File: src/pkg/ufc_params.svh
// offsets, field positions, reset values and counts for the serial frame/irq control
`ifndef UFC_PARAMS_SVH
`define UFC_PARAMS_SVH

`define UFC_ADDR_W          16
`define UFC_OFS_LINE_CTRL   16'hf300
`define UFC_OFS_DMA_IRQ     16'hf304
`define UFC_OFS_IRQ_STATUS  16'hf308
`define UFC_OFS_SC_STATUS   16'hf30c
`define UFC_OFS_IRQ_ENABLE  16'hf340
`define UFC_OFS_IRQ_CLEAR   16'hf344

`define UFC_LC_RX_WAKE      15
`define UFC_LC_TX_WAKE      14
`define UFC_LC_PARITY_EN    3
`define UFC_LC_STOP_LEN     2
`define UFC_LC_MODE_HI      1
`define UFC_LC_MODE_LO      0
`define UFC_LC_RESET        16'h4000

`define UFC_DI_TX_DMA       15
`define UFC_DI_RX_DMA       14
`define UFC_DI_TX_EMPTY     13
`define UFC_DI_RX_FULL      12
`define UFC_DI_RX_ERR       11
`define UFC_DI_CTS_HI       10
`define UFC_DI_CTS_LO       9
`define UFC_DI_SC_HI        5
`define UFC_DI_RESET        16'h0000

`define UFC_SC_OVERRUN      5
`define UFC_SC_CTS          4
`define UFC_SC_BREAK_ACT    3
`define UFC_SC_TX_READY     2
`define UFC_SC_ALL_SENT     1
`define UFC_SC_BREAK_DET    0

`define UFC_EV_TX_EMPTY     0
`define UFC_EV_RX_FULL      1
`define UFC_EV_RX_TIMEOUT   2
`define UFC_EV_RX_ERROR     3
`define UFC_EV_STATUS_CHG   4
`define UFC_EV_COUNT        5

`define UFC_RX_TRIG_DEFAULT 5'h01
`define UFC_RX_DEPTH        16

`endif

File: src/pkg/ufc_pkg.sv
// types shared by the serial frame/irq control block
package ufc_pkg;
    typedef enum logic [1:0] {
        UFC_MODE_8BIT,
        UFC_MODE_7BIT,
        UFC_MODE_MC_8BIT,
        UFC_MODE_MC_7BIT
    } ufc_mode_e;

    typedef enum logic [1:0] {
        UFC_CTS_NONE,
        UFC_CTS_RISE,
        UFC_CTS_FALL,
        UFC_CTS_BOTH
    } ufc_cts_e;
endpackage : ufc_pkg

File: src/hdl/ufc_sync.sv
// two-stage synchroniser for pin levels
`timescale 1ns/1ns
`default_nettype none
module ufc_sync #(
    parameter int WIDTH = 1
) (
    input  wire logic             core_clk,
    input  wire logic             reset,
    input  wire logic [WIDTH-1:0] async_in,
    output var  logic [WIDTH-1:0] sync_out
);
    logic [WIDTH-1:0] meta_ff;

    always_ff @(posedge core_clk or posedge reset) begin
        if (reset) begin
            meta_ff  <= '0;
            sync_out <= '0;
        end else begin
            meta_ff  <= async_in;
            sync_out <= meta_ff;
        end
    end
endmodule : ufc_sync
`default_nettype wire

File: src/hdl/ufc_edge.sv
// per-bit rising and falling edge detector
`timescale 1ns/1ns
`default_nettype none
module ufc_edge #(
    parameter int WIDTH = 1
) (
    input  wire logic             core_clk,
    input  wire logic             reset,
    input  wire logic [WIDTH-1:0] level_in,
    output logic      [WIDTH-1:0] rise,
    output logic      [WIDTH-1:0] fall
);
    logic [WIDTH-1:0] prev_ff;

    always_ff @(posedge core_clk or posedge reset) begin
        if (reset) begin
            prev_ff <= '0;
        end else begin
            prev_ff <= level_in;
        end
    end

    genvar i;
    generate
        for (i = 0; i < WIDTH; i++) begin : g_bit
            assign rise[i] = level_in[i] & ~prev_ff[i];
            assign fall[i] = ~level_in[i] & prev_ff[i];
        end
    endgenerate
endmodule : ufc_edge
`default_nettype wire

File: src/hdl/ufc_ctrl.sv
// serial port frame format, dma request and interrupt control
//
// The implementer's own choice: strobed register access.
`timescale 1ns/1ns
`default_nettype none
`include "ufc_params.svh"

// Contract
// - stop_len 0 gives one stop bit, 1 gives two; resets to 0
// - frame mode 00 8-bit, 01 7-bit, 10/11 multi-controller 8/7-bit
// - transmit dma enable bit 15 gates transmit dma requests
// - receive dma enable bit 14 gates receive dma requests
// - transmit-empty enable bit 13 raises interrupt while tx fifo has space
// - receive enable bit 12 interrupts on receive-full or receive-timeout
// - receive-error enable bit 11 interrupts on receive error events; overrun is a status-change source
// - cts select: 00 none, 01 rise, 10 fall, 11 both edges
// - six-bit enable field picks sources; any selected source firing sets flag
// - sources: overrun, cts event, break, tx ready, all sent, break det
// - interrupt output high while status-change flag is set
// - all enables and the status-change field reset to zero
// - multi-controller frames carry wake-up bit from transmit wake setting
// - receive-full set once rx fifo holds trigger level of data
module ufc_ctrl #(
    parameter int           RX_CNT_W = 5,
    parameter logic [4:0]   RX_TRIG  = `UFC_RX_TRIG_DEFAULT
) (
    input  wire logic                     core_clk,
    input  wire logic                     reset,
    input  wire logic [`UFC_ADDR_W-1:0]   reg_addr,
    input  wire logic [31:0]              reg_wdata,
    input  wire logic                     reg_wr,
    input  wire logic                     reg_rd,
    output logic      [31:0]              reg_rdata,
    input  wire logic                     cts_pin,
    input  wire logic                     tx_fifo_space,
    input  wire logic [RX_CNT_W-1:0]      rx_fifo_count,
    input  wire logic                     rx_timeout_evt,
    input  wire logic                     rx_error_evt,
    input  wire logic                     overrun_evt,
    input  wire logic                     break_active_status,
    input  wire logic                     tx_ready_status,
    input  wire logic                     tx_all_sent_status,
    input  wire logic                     break_detect_status,
    output logic                          tx_dma_req,
    output logic                          rx_dma_req,
    output logic                          two_stop_bits,
    output logic                          frame_7bit,
    output logic                          multi_ctrl_mode,
    output logic                          wakeup_frame_bit,
    output logic                          irq
);
    import ufc_pkg::*;

    // ----------------------------------------------------------------
    // register state
    // ----------------------------------------------------------------
    logic [15:0]            line_control_ff;
    logic [15:0]            dma_interrupt_control_ff;
    logic                   rx_timeout_status_ff;
    logic                   rx_error_status_ff;
    logic                   status_change_flag_ff;
    logic                   overrun_status_ff;
    logic [`UFC_EV_COUNT-1:0] irq_sticky_ff;
    logic [`UFC_EV_COUNT-1:0] irq_enable_ff;
    logic [31:0]            reg_rdata_ff;

    ufc_mode_e              frame_mode;
    ufc_cts_e               cts_edge_select;
    logic [5:0]             status_change_enables;
    logic                   cts_sync;
    logic [4:0]             src_level;
    logic [4:0]             src_rise;
    logic [4:0]             src_fall;
    logic                   cts_evt;
    logic [5:0]             sc_source;
    logic                   rx_full_status;
    logic                   tx_empty_cond;
    logic                   rx_cond;
    logic                   err_cond;
    logic [`UFC_EV_COUNT-1:0] ev_now;
    logic [`UFC_EV_COUNT-1:0] irq_clear;
    logic                   wr_line;
    logic                   wr_dma_irq;
    logic                   wr_status;
    logic                   wr_sc_status;
    logic                   wr_irq_en;
    logic                   wr_irq_clr;
    logic [5:0]             sc_status_word;
    logic [15:0]            status_word;

    assign frame_mode = ufc_mode_e'(
        line_control_ff[`UFC_LC_MODE_HI:`UFC_LC_MODE_LO]);
    assign cts_edge_select = ufc_cts_e'(
        dma_interrupt_control_ff[`UFC_DI_CTS_HI:`UFC_DI_CTS_LO]);
    assign status_change_enables =
        dma_interrupt_control_ff[`UFC_DI_SC_HI:0];

    assign wr_line      = reg_wr && (reg_addr == `UFC_OFS_LINE_CTRL);
    assign wr_dma_irq   = reg_wr && (reg_addr == `UFC_OFS_DMA_IRQ);
    assign wr_status    = reg_wr && (reg_addr == `UFC_OFS_IRQ_STATUS);
    assign wr_sc_status = reg_wr && (reg_addr == `UFC_OFS_SC_STATUS);
    assign wr_irq_en    = reg_wr && (reg_addr == `UFC_OFS_IRQ_ENABLE);
    assign wr_irq_clr   = reg_wr && (reg_addr == `UFC_OFS_IRQ_CLEAR);

    // ----------------------------------------------------------------
    // pin synchronisation and edge detection
    // ----------------------------------------------------------------
    ufc_sync #(
        .WIDTH    (1)
    ) u_cts_sync (
        .core_clk (core_clk),
        .reset    (reset),
        .async_in (cts_pin),
        .sync_out (cts_sync)
    );

    assign src_level = {cts_sync, break_active_status, tx_ready_status,
                        tx_all_sent_status, break_detect_status};

    ufc_edge #(
        .WIDTH    (5)
    ) u_edge (
        .core_clk (core_clk),
        .reset    (reset),
        .level_in (src_level),
        .rise     (src_rise),
        .fall     (src_fall)
    );

    // ----------------------------------------------------------------
    // status-change sources
    // ----------------------------------------------------------------
    always_comb begin
        case (cts_edge_select)
            UFC_CTS_NONE: cts_evt = 1'b0;
            UFC_CTS_RISE: cts_evt = src_rise[4];
            UFC_CTS_FALL: cts_evt = src_fall[4];
            UFC_CTS_BOTH: cts_evt = src_rise[4] | src_fall[4];
            default:      cts_evt = 1'b0;
        endcase
    end

    // overrun is a level source, cts fires on its selected edge, the others fire on becoming 1
    assign sc_source = {overrun_status_ff, cts_evt, src_rise[3],
                        src_rise[2], src_rise[1], src_rise[0]};

    // ----------------------------------------------------------------
    // line control
    // ----------------------------------------------------------------
    always_ff @(posedge core_clk or posedge reset) begin
        if (reset) begin
            line_control_ff <= `UFC_LC_RESET;
        end else if (wr_line) begin
            line_control_ff <= reg_wdata[15:0] & 16'hc01f;
        end
    end

    // ----------------------------------------------------------------
    // dma / interrupt control
    // ----------------------------------------------------------------
    always_ff @(posedge core_clk or posedge reset) begin
        if (reset) begin
            dma_interrupt_control_ff <= `UFC_DI_RESET;
        end else if (wr_dma_irq) begin
            dma_interrupt_control_ff <= reg_wdata[15:0] & 16'hfe3f;
        end
    end

    // ----------------------------------------------------------------
    // sticky status bits, write 0 to clear, set wins
    // ----------------------------------------------------------------
    always_ff @(posedge core_clk or posedge reset) begin
        if (reset) begin
            rx_timeout_status_ff  <= 1'b0;
            rx_error_status_ff    <= 1'b0;
            status_change_flag_ff <= 1'b0;
        end else begin
            if (rx_timeout_evt) begin
                rx_timeout_status_ff <= 1'b1;
            end else if (wr_status && !reg_wdata[9]) begin
                rx_timeout_status_ff <= 1'b0;
            end
            if (rx_error_evt) begin
                rx_error_status_ff <= 1'b1;
            end else if (wr_status && !reg_wdata[10]) begin
                rx_error_status_ff <= 1'b0;
            end
            if (|(sc_source & status_change_enables)) begin
                status_change_flag_ff <= 1'b1;
            end else if (wr_status && !reg_wdata[6]) begin
                status_change_flag_ff <= 1'b0;
            end
        end
    end

    always_ff @(posedge core_clk or posedge reset) begin
        if (reset) begin
            overrun_status_ff <= 1'b0;
        end else if (overrun_evt) begin
            overrun_status_ff <= 1'b1;
        end else if (wr_sc_status && !reg_wdata[`UFC_SC_OVERRUN]) begin
            overrun_status_ff <= 1'b0;
        end
    end

    // ----------------------------------------------------------------
    // interrupt conditions
    // ----------------------------------------------------------------
    assign rx_full_status = (rx_fifo_count >= RX_CNT_W'(RX_TRIG));
    assign tx_empty_cond  = dma_interrupt_control_ff[`UFC_DI_TX_EMPTY]
                            & tx_fifo_space;
    assign rx_cond        = dma_interrupt_control_ff[`UFC_DI_RX_FULL]
                            & (rx_full_status | rx_timeout_status_ff);
    assign err_cond       = dma_interrupt_control_ff[`UFC_DI_RX_ERR]
                            & rx_error_status_ff;

    assign ev_now = {status_change_flag_ff, err_cond,
                     rx_cond & rx_timeout_status_ff,
                     rx_cond & rx_full_status, tx_empty_cond};
    assign irq_clear = wr_irq_clr ? reg_wdata[`UFC_EV_COUNT-1:0] : '0;

    genvar e;
    generate
        for (e = 0; e < `UFC_EV_COUNT; e++) begin : g_sticky
            always_ff @(posedge core_clk or posedge reset) begin
                if (reset) begin
                    irq_sticky_ff[e] <= 1'b0;
                end else if (ev_now[e]) begin
                    irq_sticky_ff[e] <= 1'b1;
                end else if (irq_clear[e]) begin
                    irq_sticky_ff[e] <= 1'b0;
                end
            end
        end
    endgenerate

    always_ff @(posedge core_clk or posedge reset) begin
        if (reset) begin
            irq_enable_ff <= '0;
        end else if (wr_irq_en) begin
            irq_enable_ff <= reg_wdata[`UFC_EV_COUNT-1:0];
        end
    end

    // ----------------------------------------------------------------
    // outputs
    // ----------------------------------------------------------------
    always_ff @(posedge core_clk or posedge reset) begin
        if (reset) begin
            irq              <= 1'b0;
            tx_dma_req       <= 1'b0;
            rx_dma_req       <= 1'b0;
            two_stop_bits    <= 1'b0;
            frame_7bit       <= 1'b0;
            multi_ctrl_mode  <= 1'b0;
            wakeup_frame_bit <= 1'b0;
        end else begin
            irq <= |(irq_sticky_ff & irq_enable_ff)
                   | status_change_flag_ff
                   | tx_empty_cond | rx_cond | err_cond;
            tx_dma_req <= dma_interrupt_control_ff[`UFC_DI_TX_DMA]
                          & tx_fifo_space;
            rx_dma_req <= dma_interrupt_control_ff[`UFC_DI_RX_DMA]
                          & rx_full_status;
            two_stop_bits <= line_control_ff[`UFC_LC_STOP_LEN];
            frame_7bit <= (frame_mode == UFC_MODE_7BIT)
                          || (frame_mode == UFC_MODE_MC_7BIT);
            multi_ctrl_mode <= line_control_ff[`UFC_LC_MODE_HI];
            wakeup_frame_bit <= line_control_ff[`UFC_LC_MODE_HI]
                                & line_control_ff[`UFC_LC_TX_WAKE];
        end
    end

    // ----------------------------------------------------------------
    // register read
    // ----------------------------------------------------------------
    assign sc_status_word = {overrun_status_ff, cts_sync,
                             break_active_status, tx_ready_status,
                             tx_all_sent_status, 1'b0};
    assign status_word = {5'h00, rx_error_status_ff, rx_timeout_status_ff,
                          tx_fifo_space, rx_full_status,
                          status_change_flag_ff, 6'h00};

    always_ff @(posedge core_clk or posedge reset) begin
        if (reset) begin
            reg_rdata_ff <= 32'h0000_0000;
        end else if (reg_rd) begin
            case (reg_addr)
                `UFC_OFS_LINE_CTRL:  reg_rdata_ff <= {16'h0000, line_control_ff};
                `UFC_OFS_DMA_IRQ:
                    reg_rdata_ff <= {16'h0000, dma_interrupt_control_ff};
                `UFC_OFS_IRQ_STATUS: reg_rdata_ff <= {16'h0000, status_word};
                `UFC_OFS_SC_STATUS:  reg_rdata_ff <= {26'h0, sc_status_word};
                `UFC_OFS_IRQ_ENABLE: reg_rdata_ff <= {27'h0, irq_enable_ff};
                `UFC_OFS_IRQ_CLEAR:  reg_rdata_ff <= {27'h0, irq_sticky_ff};
                default:             reg_rdata_ff <= 32'h0000_0000;
            endcase
        end else begin
            reg_rdata_ff <= 32'h0000_0000;
        end
    end

    assign reg_rdata = reg_rdata_ff;
endmodule : ufc_ctrl
`default_nettype wire

File: config.mk
export PLATFORM = sky130hd
export DESIGN_NAME = ufc_ctrl
export DESIGN_NICKNAME = d
export VERILOG_FILES = /design/src/pkg/ufc_pkg.sv /design/src/hdl/ufc_sync.sv /design/src/hdl/ufc_edge.sv /design/src/hdl/ufc_ctrl.sv
export VERILOG_INCLUDE_DIRS = /design/src /design/src/pkg
export SDC_FILE = /design/constraint.sdc
export NUM_CORES = 1
export LEC_CHECK = 0
export BUFFER_PORTS_ARGS = -buffer_cell sky130_fd_sc_hd__buf_4
export CORE_MARGIN = 1
export CORE_UTILIZATION = 42
export CTS_CLUSTER_DIAMETER = 50
export DETAILED_ROUTE_END_ITERATION = 10
export PLACE_DENSITY = 0.7
export SLEW_MARGIN = 40
export SYNTH_ARGS = -nofsm -noshare
export SYNTH_HDL_FRONTEND = slang
export SYNTH_SLANG_ARGS = --single-unit
export TNS_END_PERCENT = 50
File: constraint.sdc
create_clock -name core_clk -period 3.4 [get_ports core_clk]
set_input_delay 0.17 -clock core_clk [delete_from_list [all_inputs] [get_ports core_clk]]
set_output_delay 0.17 -clock core_clk [all_outputs]
set_load 0.05 [all_outputs]
==> flow_results.xml <==
<?xml version="1.0" encoding="UTF-8"?>
<metrics>
  <group name="drt">
    <metric name="routed_wire_length_per_instance" unit="um">16.86</metric>
    <metric name="detail_route.iter0.violations" unit="">179</metric>
    <metric name="detail_route.wirelength" unit="um">6642</metric>
    <metric name="length_of_the_first_detailed_routing_pass_in_iterations" unit="">8</metric>
    <metric name="route.antenna.remaining_nets" unit="">0</metric>
    <metric name="routed_via_density" unit="">5.490</metric>
    <metric name="route.vias.total" unit="">2163</metric>
    <metric name="drcViolationCount" unit="">5</metric>
  </group>
  <group name="finish">
    <metric name="nFillCells" unit="">542</metric>
    <metric name="most_frequent_standard_cell_in_the_layout_excluding_fill_and_tap_cells" unit="">buf_4</metric>
    <metric name="final_cell_mix" unit="">74 x buf_4, 63 x dfrtp_1, 29 x mux2_2, 16 x conb_1, 12 x clkbuf_8</metric>
    <metric name="finish.instance_area" unit="um^2">3735</metric>
    <metric name="number_of_nets_in_the_final_layout" unit="">381</metric>
    <metric name="n_antenna_cell" unit="">0</metric>
    <metric name="drive_above_1_share" unit="%">40.69</metric>
    <metric name="syn2layout_area_growth" unit="%">29.33</metric>
  </group>
  <group name="clock_network">
    <metric name="hold_buffers" unit="">7</metric>
    <metric name="clkSlewWorstSetupHoldPaths" unit="ns">0.06</metric>
    <metric name="numCtsBuffers" unit="">9</metric>
    <metric name="clock_sinks" unit="">64</metric>
    <metric name="cts-resized-gates" unit="">0</metric>
    <metric name="ctsHtreeMaxLevel" unit="">3</metric>
    <metric name="postCtsSetupBuffers" unit="">0</metric>
    <metric name="tritoncts" unit="">yes</metric>
    <metric name="clock_tree_root" unit="">clkbuf_8</metric>
    <metric name="clock_tree.buffer_depth" unit="">2</metric>
    <metric name="worst_skew_pair.late_latency" unit="ns">0.34</metric>
  </group>
  <group name="setup_path">
    <metric name="r2r.worst_path.cells" unit="">6</metric>
    <metric name="worstPathArrival" unit="ns">2.58</metric>
    <metric name="r2r_end" unit="">status_change_flag_ff$_DFFE_PP0P_</metric>
    <metric name="cp_max_fo" unit="">8</metric>
    <metric name="reg2reg_setup_slack" unit="ns">1.85</metric>
    <metric name="end_kind" unit="">flip-flop</metric>
    <metric name="data_required_time_at_the_worst_endpoint" unit="ns">3.62</metric>
    <metric name="launching_element_type_of_the_critical_path" unit="">input pin</metric>
    <metric name="worst-setup-path-type" unit="">in2reg</metric>
    <metric name="timing.rr.start" unit="">u_cts_sync.sync_out$_DFF_PP0_</metric>
  </group>
  <group name="grt">
    <metric name="number_of_global_route_vias_before_repair" unit="">2130</metric>
    <metric name="grt_max_degree" unit="">47</metric>
    <metric name="antenna_found_initial" unit="">0</metric>
    <metric name="global_route.overflow_total" unit="">0</metric>
    <metric name="grt_util_all_layers" unit="%">19.72</metric>
    <metric name="wire_length_of_the_first_global_routing_pass" unit="um">10580</metric>
  </group>
  <group name="sta">
    <metric name="finalCritPeriodShare" unit="%">69.53</metric>
    <metric name="period_needed" unit="ns">2.364</metric>
    <metric name="max_slew.worst_pin.slew" unit="ns">0.6001</metric>
    <metric name="maxClockFrequency" unit="GHz">0.4230</metric>
    <metric name="fin_setup_tns" unit="ns">0</metric>
    <metric name="total_count_of_hold_check_failures_in_the_final_report" unit="">0</metric>
    <metric name="setup-violations-final" unit="">0</metric>
    <metric name="slew_violations" unit="">0</metric>
    <metric name="timing.max_slew.rel_slack" unit="%">59.66</metric>
    <metric name="rsz0062_at_grt" unit="">false</metric>
    <metric name="timing.clock.skew" unit="ns">0.004834</metric>
  </group>
  <group name="synth">
    <metric name="synth_area" unit="um^2">2888</metric>
    <metric name="synth_cell_type_count" unit="">44</metric>
    <metric name="synth.largest_area_cell" unit="">dfrtp_1</metric>
    <metric name="synth_enable_flop_cells" unit="">0</metric>
    <metric name="synth-seq-area-share" unit="%">55.50</metric>
    <metric name="netlist.area_leader.share" unit="%">54.59</metric>
    <metric name="synthesis.instances" unit="">228</metric>
    <metric name="ys_async_sr_fraction" unit="%">100.0</metric>
    <metric name="yosys-top-cells-area" unit="">dfrtp_1 55%, mux2_2 11%, buf_4 4.2%, a22o_1 3.0%, nand4_1 2.2%</metric>
    <metric name="post_synthesis_sequential_element_count" unit="">64</metric>
    <metric name="yosys_warnings" unit="">0</metric>
    <metric name="syn-mean-instance-area" unit="um^2">12.67</metric>
    <metric name="synth_ff_type" unit="">dfrtp_1</metric>
  </group>
  <group name="floorplanning">
    <metric name="die_h" unit="um">84.92</metric>
    <metric name="dieArea" unit="um^2">7211</metric>
    <metric name="start_util" unit="%">44.46</metric>
    <metric name="core_region_area" unit="um^2">6495</metric>
    <metric name="io_pins" unit="">105</metric>
    <metric name="row_count" unit="">29</metric>
    <metric name="die_w" unit="um">84.92</metric>
  </group>
  <group name="min_path">
    <metric name="min_path_type" unit="">in2reg</metric>
    <metric name="timing.hold.worst_path_depth" unit="">2</metric>
    <metric name="hold_path_end" unit="">rx_timeout_status_ff$_DFFE_PP0P_</metric>
    <metric name="worst_hold_startpoint" unit="">rx_timeout_evt</metric>
  </group>
  <group name="run_status">
    <metric name="violations" unit="">design-rule violations</metric>
    <metric name="outcome" unit="">finished, violations left</metric>
  </group>
  <group name="placement">
    <metric name="post-dp-hpwl" unit="um">4828</metric>
    <metric name="dpl_cell_area" unit="um^2">3451</metric>
    <metric name="placement.io_buffers" unit="">70</metric>
    <metric name="gpl_wtd_cong" unit="">0.8536</metric>
  </group>
  <group name="power_and_ir_drop">
    <metric name="power_leakage" unit="uW">0.001867</metric>
    <metric name="ir_drop" unit="uV">183.8</metric>
    <metric name="power_density" unit="nW/um^2">425.1</metric>
  </group>
  <group name="run">
    <metric name="timing.max_cap.violations" unit="">0</metric>
  </group>
</metrics>
[critical path, stage by stage]
cell	delay [ns]
buf_4	0.10
nand4bb_1	0.52
nor2_1	0.64
nand4_1	0.52
buf_4	0.35
mux2_2	0.28
[synthesized netlist by cell type, drive strengths merged, types with 2 or more instances]
library cell	n
dfrtp	63
inv	4
nand3b	2
or4	2
a22o	10
nand4b	3
a31oi	2
clkbuf	2
nor2b	5
nor4	6
nor2	7
nand3	5
a32oi	5
nand2	8
and3	7
and2	5
a21o	4
or4b	2
ha	2
a21oi	5
nand4	10
buf	20
o21ai	3
nor3	3
mux2	29
[layout make-up]
cell class	instances	area (um^2)	share of cell area, %
Clock buffer	12	165.2	4.422
Sequential cell	64	1603	42.91
Clock inverter	3	40.04	1.072
Timing Repair Buffer	81	625.6	16.75
Inverter	4	17.52	0.4690
Tap cell	77	96.34	2.580
Multi-Input combinational cell	153	1187	31.79
[state kept, by name (all words and copies together) (netlist names)]
register / count
dma_interrupt_control_ff: 13
frame_7bit: 1
irq: 1
irq_enable_ff: 5
irq_sticky_ff: 5
line_control_ff: 7
multi_ctrl_mode: 1
overrun_status_ff: 1
reg_rdata: 16
rx_dma_req: 1
rx_error_status_ff: 1
rx_timeout_status_ff: 1
status_change_flag_ff: 1
two_stop_bits: 1
tx_dma_req: 1
u_cts_sync.meta_ff: 1
u_cts_sync.sync_out: 1
u_edge.prev_ff: 5
wakeup_frame_bit: 1
[logic make-up after synthesis]
kind of cell,count (synthesis),synth area share (%)
other,1,0.1299
buffers and inverters,26,5.633
AND/OR/NAND/NOR,70,17.07
adder cells (fa/ha/maj),2,0.8664
AO/OA/AOI/OAI,36,9.489
flip-flops,64,55.50
multiplexers,29,11.31
[per-layer routing]
metal	share of wire, %	vias up	routed length (um)	global-route usage (%)
met5	0	-	0	0
met4	2.5	0	167	10.32
met3	7.6	11	507	4.767
met2	46	110	3067	30.16
met1	44	1055	2900	26.19
li1	-	987	-	-
[where the power goes]
part           internal [uW]  leakage [uW]  switching (uW)
logic                   53.4      0.000905            91.8
registers                770      0.000853            5.22
clock network            392      0.000108             276
[worst max path at each step]
stage                                               end  cells past startpoint  slack [ns]         start
3_5_place_dp   dma_interrupt_control_ff[13]$_DFFE_PP0P_                      6        0.81  reg_addr[10]
6_report        dma_interrupt_control_ff[1]$_DFFE_PP0P_                      6        1.04  reg_addr[10]
4_1_cts         dma_interrupt_control_ff[1]$_DFFE_PP0P_                      6        1.16  reg_addr[10]
3_3_place_gp    dma_interrupt_control_ff[3]$_DFFE_PP0P_                      6        0.88  reg_addr[10]
5_1_grt         dma_interrupt_control_ff[1]$_DFFE_PP0P_                      6        0.93  reg_addr[10]
2_1_floorplan   dma_interrupt_control_ff[0]$_DFFE_PP0P_                      1        1.63         reset
[metrics by stage]
step           hold WS (ns)  worst slack, ns  instances  utilization (%)  total power, uW
3_3_place_gp         0.2809           0.8780        372            53.09            925.1
4_1_cts            0.003307            1.161        394            57.37             1603
6_report            0.01405            1.036        394            57.50             1588
2_1_floorplan        0.2014            1.634        243                -            874.9
5_1_grt             0.01866           0.9336        394            57.50             1649
3_5_place_dp         0.2759           0.8096        372            53.13            927.4
Note: power is estimated with default switching activity, not from simulation.
